## src/dlio_pkg.sv

```systemverilog
// Package for the 32-line digital I/O port: register map, widths and reset values
package dlio_pkg;
   localparam int unsigned LINES_PER_CONN = 16;
   localparam int unsigned NUM_CONN = 2;
   localparam int unsigned NUM_LINES = LINES_PER_CONN * NUM_CONN;
   localparam int unsigned ADDR_W = 8;
   localparam int unsigned DATA_W = 32;

   localparam logic [7:0] OFF_DIR = 8'h00;
   localparam logic [7:0] OFF_POL = 8'h04;
   localparam logic [7:0] OFF_OUT = 8'h08;
   localparam logic [7:0] OFF_IN = 8'h0c;
   localparam logic [7:0] OFF_IEN = 8'h10;
   localparam logic [7:0] OFF_STAT = 8'h14;
   localparam logic [7:0] OFF_MASK = 8'h18;
   localparam logic [7:0] OFF_PWR = 8'h1c;

   localparam logic [31:0] RST_DIR = 32'h0000_0000;
   localparam logic [31:0] RST_POL = 32'h0000_0000;
   localparam logic [31:0] RST_OUT = 32'h0000_0000;
   localparam logic [31:0] RST_IEN = 32'h0000_0000;
   localparam logic [31:0] RST_MASK = 32'h0000_0000;
   localparam logic [31:0] RST_STAT = 32'h0000_0000;
   localparam logic [31:0] RST_SNAP = 32'hffff_ffff;
   localparam logic RST_PWR_KEEP = 1'b0;
   localparam int unsigned PWR_KEEP_BIT = 0;
endpackage

```

## src/dlio_sync.sv

```systemverilog
// Two-flop synchroniser bank for the line pins
`timescale 1ns/1ps
module dlio_sync #(
   parameter int unsigned WIDTH = 32
) (
   input wire logic i_clock,
   input wire logic i_rst_b,
   input wire logic [WIDTH-1:0] i_async,
   output logic [WIDTH-1:0] o_sync
);
   logic [WIDTH-1:0] meta_q;
   logic [WIDTH-1:0] sync_q;

   // First stage feeds only the second stage
   always_ff @(posedge i_clock or negedge i_rst_b) begin
      if (!i_rst_b) begin
         meta_q <= '1;
         sync_q <= '1;
      end else begin
         meta_q <= i_async;
         sync_q <= meta_q;
      end
   end

   assign o_sync = sync_q;
endmodule // dlio_sync

```

## src/dlio_port.sv

```systemverilog
// Top of the 32-line digital I/O port with register port and change interrupt
`timescale 1ns/1ps

////////////////////////////////////////////////////////////////////////////////
// Notes on behaviour
// - Sixteen lines per connector, each own direction
// - Input polarity normal or inverted per line
// - Output lines drive software-programmed level
// - Enabled line change either way raises interrupt if its mask bit is set
// - Reset makes all lines undriven inputs
// - Supply keep-on setting, off in sleep default
module dlio_port (
   input wire logic i_clock,
   input wire logic i_rst_b,
   input wire logic [7:0] i_addr,
   input wire logic [31:0] i_wdata,
   input wire logic i_wr,
   input wire logic i_rd,
   output logic [31:0] o_rdata,
   input wire logic [31:0] i_digital_line,
   output logic [31:0] o_digital_line,
   output logic [31:0] o_digital_line_oe,
   output logic o_supply_keep_on,
   output logic o_irq
);
   ////////////////////////////////////////////////////////////////////////////////
   // Pin synchroniser
   logic [31:0] pin_sync;

   dlio_sync #(.WIDTH(dlio_pkg::NUM_LINES)) u_sync (
      .i_clock(i_clock),
      .i_rst_b(i_rst_b),
      .i_async(i_digital_line),
      .o_sync(pin_sync)
   );

   ////////////////////////////////////////////////////////////////////////////////
   // Registers
   logic [31:0] dir_q, dir_d;
   logic [31:0] pol_q, pol_d;
   logic [31:0] out_q, out_d;
   logic [31:0] ien_q, ien_d;
   logic [31:0] mask_q, mask_d;
   logic [31:0] stat_q, stat_d;
   logic [31:0] state_q, state_d;
   logic [31:0] rdata_q, rdata_d;
   logic [31:0] pin_q, pin_d;
   logic [31:0] oe_q, oe_d;
   logic keep_q, keep_d;
   logic irq_q, irq_d;
   logic [31:0] line_state;
   logic [31:0] change;

   // Address match shared by every write decode
   function automatic logic hit(input logic [7:0] a, input logic [7:0] off);
      hit = (a == off);
   endfunction

   // Reported state: input sees pin through polarity, output reports driven level
   genvar g;
   generate
      for (g = 0; g < 32; g++) begin : g_line
         assign line_state[g] = dir_q[g] ? out_q[g] : (pin_sync[g] ^ pol_q[g]);
      end
   endgenerate

   // Flags follow the reported state, so a fight on an output pin raises none
   assign change = line_state ^ state_q;

   always_comb begin
      dir_d = dir_q;
      pol_d = pol_q;
      out_d = out_q;
      ien_d = ien_q;
      mask_d = mask_q;
      keep_d = keep_q;
      stat_d = stat_q;
      rdata_d = 32'h0000_0000;
      state_d = line_state;
      if (i_wr) begin
         if (hit(i_addr, dlio_pkg::OFF_DIR)) dir_d = i_wdata;
         if (hit(i_addr, dlio_pkg::OFF_POL)) pol_d = i_wdata;
         if (hit(i_addr, dlio_pkg::OFF_OUT)) out_d = i_wdata;
         if (hit(i_addr, dlio_pkg::OFF_IEN)) ien_d = i_wdata;
         if (hit(i_addr, dlio_pkg::OFF_MASK)) mask_d = i_wdata;
         if (hit(i_addr, dlio_pkg::OFF_PWR)) keep_d = i_wdata[dlio_pkg::PWR_KEEP_BIT];
         if (hit(i_addr, dlio_pkg::OFF_STAT)) stat_d = stat_q & ~i_wdata;
      end
      // A change in the clearing cycle still sets its flag
      stat_d = stat_d | (change & ien_q);
      // Read data is zero unless strobed, so several ports may be OR-ed together
      if (i_rd) begin
         unique case (i_addr)
            dlio_pkg::OFF_DIR: rdata_d = dir_q;
            dlio_pkg::OFF_POL: rdata_d = pol_q;
            dlio_pkg::OFF_OUT: rdata_d = out_q;
            dlio_pkg::OFF_IN: rdata_d = line_state;
            dlio_pkg::OFF_IEN: rdata_d = ien_q;
            dlio_pkg::OFF_STAT: rdata_d = stat_q;
            dlio_pkg::OFF_MASK: rdata_d = mask_q;
            dlio_pkg::OFF_PWR: rdata_d = {31'h0000_0000, keep_q};
            default: rdata_d = 32'h0000_0000;
         endcase
      end
      // Pins load from the next values, so a write reaches them with the register
      pin_d = out_d;
      oe_d = dir_d;
      irq_d = |(stat_d & mask_d);
   end

   always_ff @(posedge i_clock or negedge i_rst_b) begin
      if (!i_rst_b) begin
         dir_q <= dlio_pkg::RST_DIR;
         pol_q <= dlio_pkg::RST_POL;
         out_q <= dlio_pkg::RST_OUT;
         ien_q <= dlio_pkg::RST_IEN;
         mask_q <= dlio_pkg::RST_MASK;
         stat_q <= dlio_pkg::RST_STAT;
         keep_q <= dlio_pkg::RST_PWR_KEEP;
         // Pins idle high through pull-ups, so the reset snapshot matches
         state_q <= dlio_pkg::RST_SNAP;
         rdata_q <= 32'h0000_0000;
         pin_q <= 32'h0000_0000;
         oe_q <= 32'h0000_0000;
         irq_q <= 1'b0;
      end else begin
         dir_q <= dir_d;
         pol_q <= pol_d;
         out_q <= out_d;
         ien_q <= ien_d;
         mask_q <= mask_d;
         stat_q <= stat_d;
         keep_q <= keep_d;
         state_q <= state_d;
         rdata_q <= rdata_d;
         pin_q <= pin_d;
         oe_q <= oe_d;
         irq_q <= irq_d;
      end
   end

   assign o_rdata = rdata_q;
   assign o_digital_line = pin_q;
   assign o_digital_line_oe = oe_q;
   assign o_supply_keep_on = keep_q;
   assign o_irq = irq_q;

   ////////////////////////////////////////////////////////////////////////////////
   // Assertions
   a_oe_follows_dir: assert property (@(posedge i_clock) disable iff (!i_rst_b)
      o_digital_line_oe == dir_q) else $error("Output enable differs from direction");

   a_out_level: assert property (@(posedge i_clock) disable iff (!i_rst_b)
      o_digital_line == out_q) else $error("Driven level differs from programmed level");

   a_in_polarity: assert property (@(posedge i_clock) disable iff (!i_rst_b)
      (i_rd && i_addr == dlio_pkg::OFF_IN && dir_q[0] == 1'b0)
      |=> o_rdata[0] == ($past(pin_sync[0]) ^ $past(pol_q[0])))
      else $error("Input line 0 polarity wrong");

   a_change_sets: assert property (@(posedge i_clock) disable iff (!i_rst_b)
      (ien_q[0] && change[0]) |=> stat_q[0]) else $error("Change did not set flag");

   a_flag_holds: assert property (@(posedge i_clock) disable iff (!i_rst_b)
      (stat_q[0] && !(i_wr && i_addr == dlio_pkg::OFF_STAT && i_wdata[0])) |=> stat_q[0])
      else $error("Flag dropped without clear");

   a_irq_level: assert property (@(posedge i_clock) disable iff (!i_rst_b)
      o_irq == |(stat_q & mask_q)) else $error("Interrupt level mismatch");

   a_reset_inputs: assert property (@(posedge i_clock)
      $rose(i_rst_b) |-> o_digital_line_oe == 32'h0000_0000) else $error("Line driven after reset");

   a_keep_write: assert property (@(posedge i_clock) disable iff (!i_rst_b)
      (i_wr && i_addr == dlio_pkg::OFF_PWR) |=> o_supply_keep_on == $past(i_wdata[0]))
      else $error("Supply setting not written");

   ////////////////////////////////////////////////////////////////////////////////
   // Writes land at the edge that takes them; without a write the settings hold
   a_dir_write: assert property (@(posedge i_clock) disable iff (!i_rst_b)
      (i_wr && i_addr == dlio_pkg::OFF_DIR) |=> dir_q == $past(i_wdata))
      else $error("Direction write lost");

   a_oe_write: assert property (@(posedge i_clock) disable iff (!i_rst_b)
      (i_wr && i_addr == dlio_pkg::OFF_DIR) |=> o_digital_line_oe == $past(i_wdata))
      else $error("Output enable did not follow direction write");

   a_oe_hold: assert property (@(posedge i_clock) disable iff (!i_rst_b)
      !(i_wr && i_addr == dlio_pkg::OFF_DIR) |=> $stable(o_digital_line_oe))
      else $error("Output enable moved without a write");

   a_pol_write: assert property (@(posedge i_clock) disable iff (!i_rst_b)
      (i_wr && i_addr == dlio_pkg::OFF_POL) |=> pol_q == $past(i_wdata))
      else $error("Polarity write lost");

   a_out_write: assert property (@(posedge i_clock) disable iff (!i_rst_b)
      (i_wr && i_addr == dlio_pkg::OFF_OUT) |=> o_digital_line == $past(i_wdata))
      else $error("Driven level did not follow output write");

   a_out_hold: assert property (@(posedge i_clock) disable iff (!i_rst_b)
      !(i_wr && i_addr == dlio_pkg::OFF_OUT) |=> $stable(o_digital_line))
      else $error("Driven level moved without a write");

   a_ien_write: assert property (@(posedge i_clock) disable iff (!i_rst_b)
      (i_wr && i_addr == dlio_pkg::OFF_IEN) |=> ien_q == $past(i_wdata))
      else $error("Interrupt enable write lost");

   a_mask_write: assert property (@(posedge i_clock) disable iff (!i_rst_b)
      (i_wr && i_addr == dlio_pkg::OFF_MASK) |=> mask_q == $past(i_wdata))
      else $error("Mask write lost");

   a_keep_hold: assert property (@(posedge i_clock) disable iff (!i_rst_b)
      !(i_wr && i_addr == dlio_pkg::OFF_PWR) |=> $stable(o_supply_keep_on))
      else $error("Supply setting moved without a write");

   a_in_read_only: assert property (@(posedge i_clock) disable iff (!i_rst_b)
      (i_wr && i_addr == dlio_pkg::OFF_IN) |=> $stable(dir_q) && $stable(pol_q) && $stable(out_q)
         && $stable(ien_q) && $stable(mask_q) && $stable(o_supply_keep_on))
      else $error("Write to the state register changed a setting");

   ////////////////////////////////////////////////////////////////////////////////
   // Read data stands only in the cycle after the strobe
   a_rd_dir: assert property (@(posedge i_clock) disable iff (!i_rst_b)
      (i_rd && i_addr == dlio_pkg::OFF_DIR) |=> o_rdata == $past(dir_q))
      else $error("Direction read wrong");

   a_rd_pol: assert property (@(posedge i_clock) disable iff (!i_rst_b)
      (i_rd && i_addr == dlio_pkg::OFF_POL) |=> o_rdata == $past(pol_q))
      else $error("Polarity read wrong");

   a_rd_out: assert property (@(posedge i_clock) disable iff (!i_rst_b)
      (i_rd && i_addr == dlio_pkg::OFF_OUT) |=> o_rdata == $past(out_q))
      else $error("Output level read wrong");

   a_rd_ien: assert property (@(posedge i_clock) disable iff (!i_rst_b)
      (i_rd && i_addr == dlio_pkg::OFF_IEN) |=> o_rdata == $past(ien_q))
      else $error("Interrupt enable read wrong");

   a_rd_stat: assert property (@(posedge i_clock) disable iff (!i_rst_b)
      (i_rd && i_addr == dlio_pkg::OFF_STAT) |=> o_rdata == $past(stat_q))
      else $error("Flag read wrong");

   a_rd_mask: assert property (@(posedge i_clock) disable iff (!i_rst_b)
      (i_rd && i_addr == dlio_pkg::OFF_MASK) |=> o_rdata == $past(mask_q))
      else $error("Mask read wrong");

   a_rd_pwr: assert property (@(posedge i_clock) disable iff (!i_rst_b)
      (i_rd && i_addr == dlio_pkg::OFF_PWR) |=> o_rdata == {31'h0000_0000, $past(keep_q)})
      else $error("Supply setting read wrong");

   a_rd_unmapped: assert property (@(posedge i_clock) disable iff (!i_rst_b)
      (i_rd && i_addr > dlio_pkg::OFF_PWR) |=> o_rdata == 32'h0000_0000)
      else $error("Unmapped read not zero");

   a_rd_idle: assert property (@(posedge i_clock) disable iff (!i_rst_b)
      !i_rd |=> o_rdata == 32'h0000_0000)
      else $error("Read data without a strobe");

   ////////////////////////////////////////////////////////////////////////////////
   // State at the first edge after reset is released
   a_reset_dir: assert property (@(posedge i_clock)
      $rose(i_rst_b) |-> dir_q == dlio_pkg::RST_DIR) else $error("Direction not cleared by reset");

   a_reset_keep: assert property (@(posedge i_clock)
      $rose(i_rst_b) |-> !o_supply_keep_on) else $error("Supply kept on after reset");

   a_reset_irq: assert property (@(posedge i_clock)
      $rose(i_rst_b) |-> !o_irq) else $error("Interrupt raised after reset");

   ////////////////////////////////////////////////////////////////////////////////
   // Per-line state reporting and change flags
   genvar c;
   generate
      for (c = 0; c < 32; c++) begin : g_line_chk
         a_line_in: assert property (@(posedge i_clock) disable iff (!i_rst_b)
            (i_rd && i_addr == dlio_pkg::OFF_IN && !dir_q[c])
            |=> o_rdata[c] == ($past(pin_sync[c]) ^ $past(pol_q[c])))
            else $error("Input line state wrong");

         a_line_out: assert property (@(posedge i_clock) disable iff (!i_rst_b)
            (i_rd && i_addr == dlio_pkg::OFF_IN && dir_q[c]) |=> o_rdata[c] == $past(out_q[c]))
            else $error("Output line state wrong");

         a_line_set: assert property (@(posedge i_clock) disable iff (!i_rst_b)
            (ien_q[c] && change[c]) |=> stat_q[c]) else $error("Enabled change did not set flag");

         a_line_quiet: assert property (@(posedge i_clock) disable iff (!i_rst_b)
            (!stat_q[c] && !(ien_q[c] && change[c])) |=> !stat_q[c])
            else $error("Flag set without an enabled change");

         a_line_hold: assert property (@(posedge i_clock) disable iff (!i_rst_b)
            (stat_q[c] && !(i_wr && i_addr == dlio_pkg::OFF_STAT && i_wdata[c])) |=> stat_q[c])
            else $error("Line flag dropped without clear");

         a_line_clear: assert property (@(posedge i_clock) disable iff (!i_rst_b)
            (stat_q[c] && i_wr && i_addr == dlio_pkg::OFF_STAT && i_wdata[c] && !(ien_q[c] && change[c]))
            |=> !stat_q[c])
            else $error("Line flag not cleared");

         a_line_wakes: assert property (@(posedge i_clock) disable iff (!i_rst_b)
            (stat_q[c] && mask_q[c]) |-> o_irq) else $error("Unmasked flag without interrupt");
      end
   endgenerate
endmodule // dlio_port

```

## config.mk

```make
export PLATFORM = sky130hd
export DESIGN_NAME = dlio_port
export DESIGN_NICKNAME = d
export VERILOG_FILES = /design/src/dlio_pkg.sv /design/src/dlio_sync.sv /design/src/dlio_port.sv
export SDC_FILE = /design/constraint.sdc
export NUM_CORES = 1
export LEC_CHECK = 0
export BUFFER_PORTS_ARGS = -buffer_cell sky130_fd_sc_hd__clkbuf_2
export CAP_MARGIN = 10
export CORE_MARGIN = 2
export CORE_UTILIZATION = 30
export CTS_CLUSTER_SIZE = 40
export DETAILED_ROUTE_END_ITERATION = 8
export GPL_TIMING_DRIVEN = 0
export RECOVER_POWER = 100
export SKIP_LAST_GASP = 1
export SYNTH_ARGS = -nofsm -noshare
export SYNTH_HDL_FRONTEND = slang
export SYNTH_SLANG_ARGS = --single-unit
export TNS_END_PERCENT = 20
```

## constraint.sdc

```tcl
create_clock -name i_clock -period 2.6 [get_ports i_clock]
set_input_delay 0.26 -clock i_clock [delete_from_list [all_inputs] [get_ports i_clock]]
set_output_delay 0.26 -clock i_clock [all_outputs]
set_load 0.05 [all_outputs]
```

**Yosys cells after proc, flatten, opt, wreduce, memory -nomap -nowiden**

Index checks and enable logic that the tools add are counted.

- Add/sub/neg operators: 0
- $mul: 0
- Divide/modulo/power cells: 0
- $lt $le $gt $ge: 0
- Equality and inequality tests: 7
- Shift-type cells: 0
- Muxes and demuxes: 38
- Bitwise operators: 38
- Reduce and logical (&&, ||, !) cells: 7

Operators with widths:

| cell | count |
|---|---|
| $pmux W32 S8 | 1 |
| $mux W32 | 5 |
| $and A32 B32 Y32 | 3 |
| $eq A8 B5 Y1 const B | 4 |
| $mux W1 | 32 |
| $not A32 Y32 | 1 |
| $or A32 B32 Y32 | 1 |
| $reduce_or A32 Y1 | 1 |
| $xor A1 B1 Y1 | 32 |
| $xor A32 B32 Y32 | 1 |
| $eq A8 B4 Y1 const B | 2 |
| $reduce_and A2 Y1 | 5 |
| $eq A8 B3 Y1 const B | 1 |
| $logic_not A8 Y1 | 1 |

- Register bits after elaboration: 322
- Latch bits: 0
- Memory bits (writable): 0
- ROM bits: 0
- Bits of input ports: 76
- Output and inout bits: 98
- Word-level logic and storage cells: 102
- Memories kept: 0

**Logic depth before layout (Yosys ltp)**

Gate-level depths: netlist of run 1.

- Depth in word-level cells: 7
- Depth in mapped cells: 9
- Depth with buffers taken out: 6

**Cells and area by module**

Synthesis of run 1 repeated with hierarchy kept, for this count alone.

- Cells, all modules: 1035
- Area, all modules: 13915.8 um2

Modules (own cells, without submodules):

| module | times used | cells an instance | area an instance (um2) | seq. area each (um2) |
|---|---|---|---|---|
| dlio_port | 1 | 971 | 12234.2 | 6496.2 |
| dlio_sync | 1 | 64 | 1681.6 | 1681.6 |

**Worst setup path before layout of run 1**

No wires, ideal clock.

- Kind: input to register
- Start point: in i_addr[5]
- End point: reg irq_q, in the netlist o_irq
- Arrival: 2066 ps
- Setup slack: 390 ps
- Cell stages on the path: 8
- Path buffers: 2
- Path through: nor4b_2 > buf_4 > buf_2 > nand4_1 > a2111oi_0 > o2111ai_1 > a2111oi_0 > nand4_1

- Longest elaborated chain between the ends: 6

RTL lines:

| item | line | source |
|---|---|---|
| start, declared | dlio_port.sv:15 | `input wire logic [7:0] i_addr,` |
| $eq A8 B5 Y1 | dlio_port.sv:56 | `hit = (a == off);` |
| $mux W32 | dlio_port.sv:87 | `if (hit(i_addr, dlio_pkg::OFF_STAT)) stat_d = stat_q & ~i_wdata;` |
| $mux W32 | dlio_port.sv:80 | `if (i_wr) begin` |
| $or A32 B32 Y32 | dlio_port.sv:90 | `stat_d = stat_d \| (change & ien_q);` |
| $and A32 B32 Y32 * | dlio_port.sv:108 | `irq_d = \|(stat_d & mask_d);` |
| $reduce_or A32 Y1 * | dlio_port.sv:108 |  |
| named net irq_d | dlio_port.sv:50 | `logic irq_q, irq_d;` |
| end signal, assigned | dlio_port.sv:138 | `irq_q <= irq_d;` |
| end, declared | dlio_port.sv:50 |  |

Mark *: on every way through the listed nets, which the timed path passes. The rest lies on a longest branch.
A chain may end at the register's enable or synchronous reset.

**Final worst setup path of run 1**

Ends and elaborated chain as after synthesis.

==> flow_summary.yaml, run 1 <==
status:
  status: "finished, violations left"
  violations: "setup timing"
placed_design:
  place.gp.congestion: 0.914
  pre_cts_slack_ns: -0.997
  io_buffers: 172
  dpl.hpwl_um: 32500
  place_inst: 1832
power_and_ir_drop:
  clockPowerShare_pct: 42.2
  combPwrFrac_pct: 10.7
  p_leak_nw: 7.46
  p_total_mw: 12.5
  power_density_nw_per_um2: 728
  swShare_pct: 26.6
  switchingPower_mw: 3.34
  power_frac_seq_pct: 47.1
  vdd.ir_drop.worst_mv: 0.404
  p_int_mw: 9.21
floorplanning:
  fp-row-count: 79
  ios: 174
  coreArea_um2: 46300
  start_util_pct: 30.3
  die_h_um: 220
  die_area_um2: 48400
  die_x_um: 220
min_path:
  hp-start: "i_wdata[18]"
  hp-class: "in2reg"
  hold_path_end: "ien_q[18]"
  whs_path_depth: 2
timing:
  timing.hold.ws_ns: 0.0204
  rsz0062_at_grt: "true"
  slew_viol_final: 0
  worst_pin_slew_ns: 1.17
  hold_viol: 0
  setup_violations: 1
  skew_ns: 0.0109
  min_period_over_period_pct: 102
  setup_tns_ns: -0.0595
  relSlewSlack_pct: 22.3
  setup_slack_ns: -0.0595
  post-route-min-period_ns: 2.66
  fmax_ghz: 0.376
finish:
  instances_no_fill: 1937
  layout_commonest_cell: "dfrtp_1"
  nFillCells: 4562
  drive_above_1_share_pct: 32.7
  area_growth_pct: 23.1
  layout_common_cells: "dfrtp_1, clkbuf_2, mux2_2, dfstp_2, clkbuf_1"
  fin_nets: 1376
yosys:
  syn_nets: 1124
  synth_flop_cell: "dfrtp_1"
  syn_area_um2: 14000
  synth_seq_cells: 322
  syn_inst: 1048
  yosysTopAreaCellShare_pct: 40.4
  synth_area_leader_cell: "dfrtp_1"
  syn_avg_cell_area_um2: 13.4
  synthArstFlopShare_pct: 100
  synth.distinct_cells: 50
  yosysSeqAreaShare_pct: 58.4
  ys_warn_count: 0
  synthTopCellsByArea: "dfrtp_1, dfstp_2, mux2_2"
  synth_edf_count: 0
setup_path:
  reg2reg_to: "o_irq"
  r2r_setup_slack_ns: 0.13
  cp.arrival_ns: 3.00
  worstPathRequired_ns: 2.95
  end_kind: "flip-flop"
  r2r-start: "u_sync.o_sync[30]"
  start_kind: "input pin"
  worstRegToRegCells: 7
  path_class: "in2reg"
  cp_max_fo: 10
global_route:
  antenna_found_initial: 3
  grt_pass1_vias: 10800
  grt_max_degree: 100
  grt.total_usage_pct: 19.5
  grt_pass1_wl_um: 69600
  overflow: 0
cts:
  clock_sinks: 322
  cts_made_buffers: 38
  htree_levels: 2
  cts-root-buf: "clkbuf_16"
  cts_buffer_depth: 3
  clock_latency_ns: 0.55
  path_clk_slew_ns: 0.06
  cts_tree: "yes"
routing:
  ant_nets: 0
  via_per_inst: 5.61
  drc: 0
  drt_wl_total_um: 47300
  wl_per_cell_um: 24.4
  first_pass_iters: 9
  vias: 10900
  drtIter0Drc: 1200
run:
  drv_cap: 0
through the flow:
stage                     util [%]  area (um^2)
after global placement        33.8        15600
after global routing          37.3        17200
after detailed placement      34.0        15700
after CTS                     37.4        17300
final                         37.3        17200
after floorplan                  -        14000
worst max-delay path by stage:
stage	from	endpoint	slack (ns)
2_1_floorplan	i_addr[5]	o_irq	0.39
3_3_place_gp	i_rst_b	o_rdata[15]	-5.81
3_5_place_dp	i_addr[5]	o_irq	-1.0
4_1_cts	i_wr	o_irq	-0.08
5_1_grt	i_addr[5]	o_irq	-0.15
6_report	i_addr[5]	o_irq	-0.06
registers in the layout, indices dropped and copies added, names as in the netlist, 32 cells and up:
name,cells
pol_q,32
o_digital_line_oe,32
o_rdata,32
mask_q,32
u_sync.o_sync,32
stat_q,32
u_sync.meta_q,32
o_digital_line,32
state_q,32
ien_q,32
synthesized netlist by cell type (29+ instances only):
cell type / number
dfrtp_1: 226
a31oi_1: 30
mux2_2: 138
clkbuf_1: 34
xnor2_1: 32
nand2b_1: 29
nand4_1: 30
o21ai_0: 59
nand2_1: 40
dfstp_2: 96
a22oi_1: 59
nand4b_1: 35
a222oi_1: 31
power groups by stage:
stage | combinational (mW) | sequential, mW | clock, mW
finish | 1.34 | 5.90 | 5.30
global route | 1.44 | 5.96 | 5.64
CTS | 1.35 | 5.90 | 5.42
detailed placement | 1.30 | 5.97 | 0
global placement | 1.26 | 5.95 | 0
floorplan | 0.583 | 6.07 | 0
logic make-up (layout without fill, tap and decap cells):
| family | after synthesis | in the layout | share of synthesized area, % |
|---|---|---|---|
| AOI/OAI and AO/OA | 241 | 241 | 13.1 |
| and+or+nand+nor | 230 | 230 | 11.8 |
| other | 0 | 1 | 0 |
| xor gates and xnor gates | 33 | 33 | 2.06 |
| muxes | 161 | 161 | 12.9 |
| buffers and inverters | 61 | 342 | 1.72 |
| DFF | 322 | 322 | 58.4 |
what timing repair did:
item                       4_1_cts  5_1_grt
hold endpoints to repair        75        0
buffers inserted                 0        2
gates resized for setup          8       12
hold buffers                    33        0
pin swaps                        1        0
cloned                           0        0
setup endpoints to repair        7       55
worst max-delay path, cell delays in order:
cell	delay, ns
clkbuf_2	0.11
nor4b_4	0.35
buf_4	0.30
buf_4	0.27
nand4_1	0.16
a2111oi_2	0.48
buf_1	0.24
o2111ai_1	0.18
a2111oi_1	0.35
nand4_1	0.29
final cells by class:
| class | instances | area [um^2] | share of cell area (%) |
|---|---|---|---|
| diodes | 1 | 2.50 | 0.0145 |
| plain buffers | 53 | 221 | 1.28 |
| clock buffers | 48 | 1040 | 6.03 |
| clock inverters | 21 | 190 | 1.10 |
| inverters | 8 | 30.0 | 0.174 |
| multi-input cells | 665 | 5620 | 32.6 |
| flip-flops and latches | 322 | 8180 | 47.4 |
| well taps | 607 | 759 | 4.40 |
| repair buffers | 212 | 1200 | 6.98 |
per-layer routing:
| layer | global-route usage [%] | wire, um | vias up |
|---|---|---|---|
| li1 | - | - | 4682 |
| met1 | 25.9 | 20100 | 5581 |
| met2 | 30.4 | 21600 | 488 |
| met3 | 4.71 | 3690 | 114 |
| met4 | 8.10 | 1820 | 4 |
| met5 | 0 | 28 | - |
Power figures use the tool's default switching activity.
==> run 2, diff against run 1 <==
--- a/config.mk
+++ b/config.mk
@@ -12,7 +12,10 @@
 export CTS_CLUSTER_SIZE = 40
 export DETAILED_ROUTE_END_ITERATION = 8
 export GPL_TIMING_DRIVEN = 0
+export MAX_ROUTING_LAYER = met4
 export RECOVER_POWER = 100
+export REMOVE_ABC_BUFFERS = 1
+export SKIP_CTS_REPAIR_TIMING = 1
 export SKIP_LAST_GASP = 1
 export SYNTH_ARGS = -nofsm -noshare
 export SYNTH_HDL_FRONTEND = slang
==> flow_summary.yaml, run 2 (synthesis gave the netlist of run 1 again) <==
min_path:
  hp-class: "in2reg"
  hp-start: "i_wdata[14]"
setup_path:
  crit_end: "o_irq"
  end_kind: "flip-flop"
  cp.arrival_ns: 3.25
  start_kind: "input pin"
  cp-startpoint: "i_addr[3]"
  worstRegToRegCells: 6
  cp_max_fo: 15
  reg2reg_to: "o_irq"
  r2r-start: "u_sync.o_sync[30]"
  worstPathRequired_ns: 2.99
  r2r_setup_slack_ns: -0.07
  path_class: "in2reg"
cts:
  cts_tree: "yes"
  htree_levels: 2
  cts_made_buffers: 36
  path_clk_slew_ns: 0.06
  clock_latency_ns: 0.55
  cts_buffer_depth: 3
  cts-root-buf: "clkbuf_16"
  clock_sinks: 322
power_and_ir_drop:
  switchingPower_mw: 3.20
  vdd.ir_drop.worst_mv: 0.474
  clockPowerShare_pct: 41.1
  power_frac_seq_pct: 48.4
  combPwrFrac_pct: 10.5
  p_total_mw: 12.2
  p_int_mw: 8.99
  power_density_nw_per_um2: 697
  swShare_pct: 26.2
  p_leak_nw: 7.55
placed_design:
  place.gp.congestion: 0.814
  dpl.hpwl_um: 28500
  placed_area_um2: 16000
  pre_cts_slack_ns: -1.34
  place_inst: 1803
  io_buffers: 173
finish:
  layout_common_cells: "dfrtp_1, clkbuf_2, mux2_2, dfstp_2"
  layout_commonest_cell: "dfrtp_1"
  utilization_pct: 37.8
  fin_area_um2: 17500
  instances_no_fill: 1909
  drive_above_1_share_pct: 36.3
  area_growth_pct: 24.8
  diodes: 0
  fin_nets: 1350
routing:
  via_per_inst: 5.49
  wl_per_cell_um: 22.3
  drtIter0Drc: 697
  drt_wl_total_um: 42700
  first_pass_iters: 6
  drc: 0
  ant_nets: 0
  vias: 10500
timing:
  skew_ns: 0.0177
  post-route-min-period_ns: 2.87
  rsz0062_at_grt: "true"
  worst_pin_slew_ns: 1.57
  fmax_ghz: 0.349
  setup_tns_ns: -1.68
  slew_viol_final: 111
  setup_violations: 18
  timing.hold.ws_ns: 0.0275
  min_period_over_period_pct: 110
  relSlewSlack_pct: -4.82
  setup_slack_ns: -0.265
  hold_viol: 0
run:
  drv_cap: 1
global_route:
  grt_max_degree: 113
  grt_pass1_vias: 10600
  overflow: 0
  antenna_found_initial: 0
  grt.total_usage_pct: 18.1
  grt_pass1_wl_um: 64000
floorplanning:
  coreArea_um2: 46300
  ios: 174
  die_area_um2: 48400
  die_x_um: 220
  die_h_um: 220
  fp-row-count: 79
  start_util_pct: 30.3
status:
  status: "finished, violations left"
  violations: "capacitance limit, slew limit, setup timing"
## run 2: power by group through the flow
stage,Sequential (mW),Clock [mW],Combinational (mW)
after floorplan,6.07,0,0.571
final,5.90,5.01,1.28
after global routing,5.95,5.38,1.39
after detailed placement,5.97,0,1.26
after global placement,5.94,0,1.20
after CTS,5.89,5.18,1.26
## run 2: routing by layer
layer | track usage (%) | vias to the layer above | wire (um)
met3 | 3.59 | 101 | 2750
met1 | 23.0 | 5377 | 18400
li1 | - | 4594 | -
met4 | 7.45 | 0 | 1480
met5 | - | - | 0
met2 | 28.1 | 416 | 20000
## run 2: worst min path at each step
stage | end | cells after the start
after global routing | ien_q[21] | 2
after detailed placement | u_sync.o_sync[25] | 0
after floorplan | ien_q[0] | 0
after CTS | u_sync.meta_q[10] | 1
after global placement | u_sync.o_sync[28] | 0
final | ien_q[14] | 2
## run 2: worst max-delay path, stage by stage
cell and delay [ns]:
clkbuf_2 0.21, nor4b_2 0.51, nand3_4 0.43, buf_16 0.32, mux2_1 0.35, a22o_1 0.25
a2111oi_1 0.75, nand4_1 0.16
## run 2: area by class of cell
class	count	area [um^2]
clock buffer	60	1110
clock inverter	6	37.5
fill	4491	28800
inverter	8	30.0
multi-input combinational	665	5680
sequential	322	8180
tap	607	759
timing repair buffer	241	1680
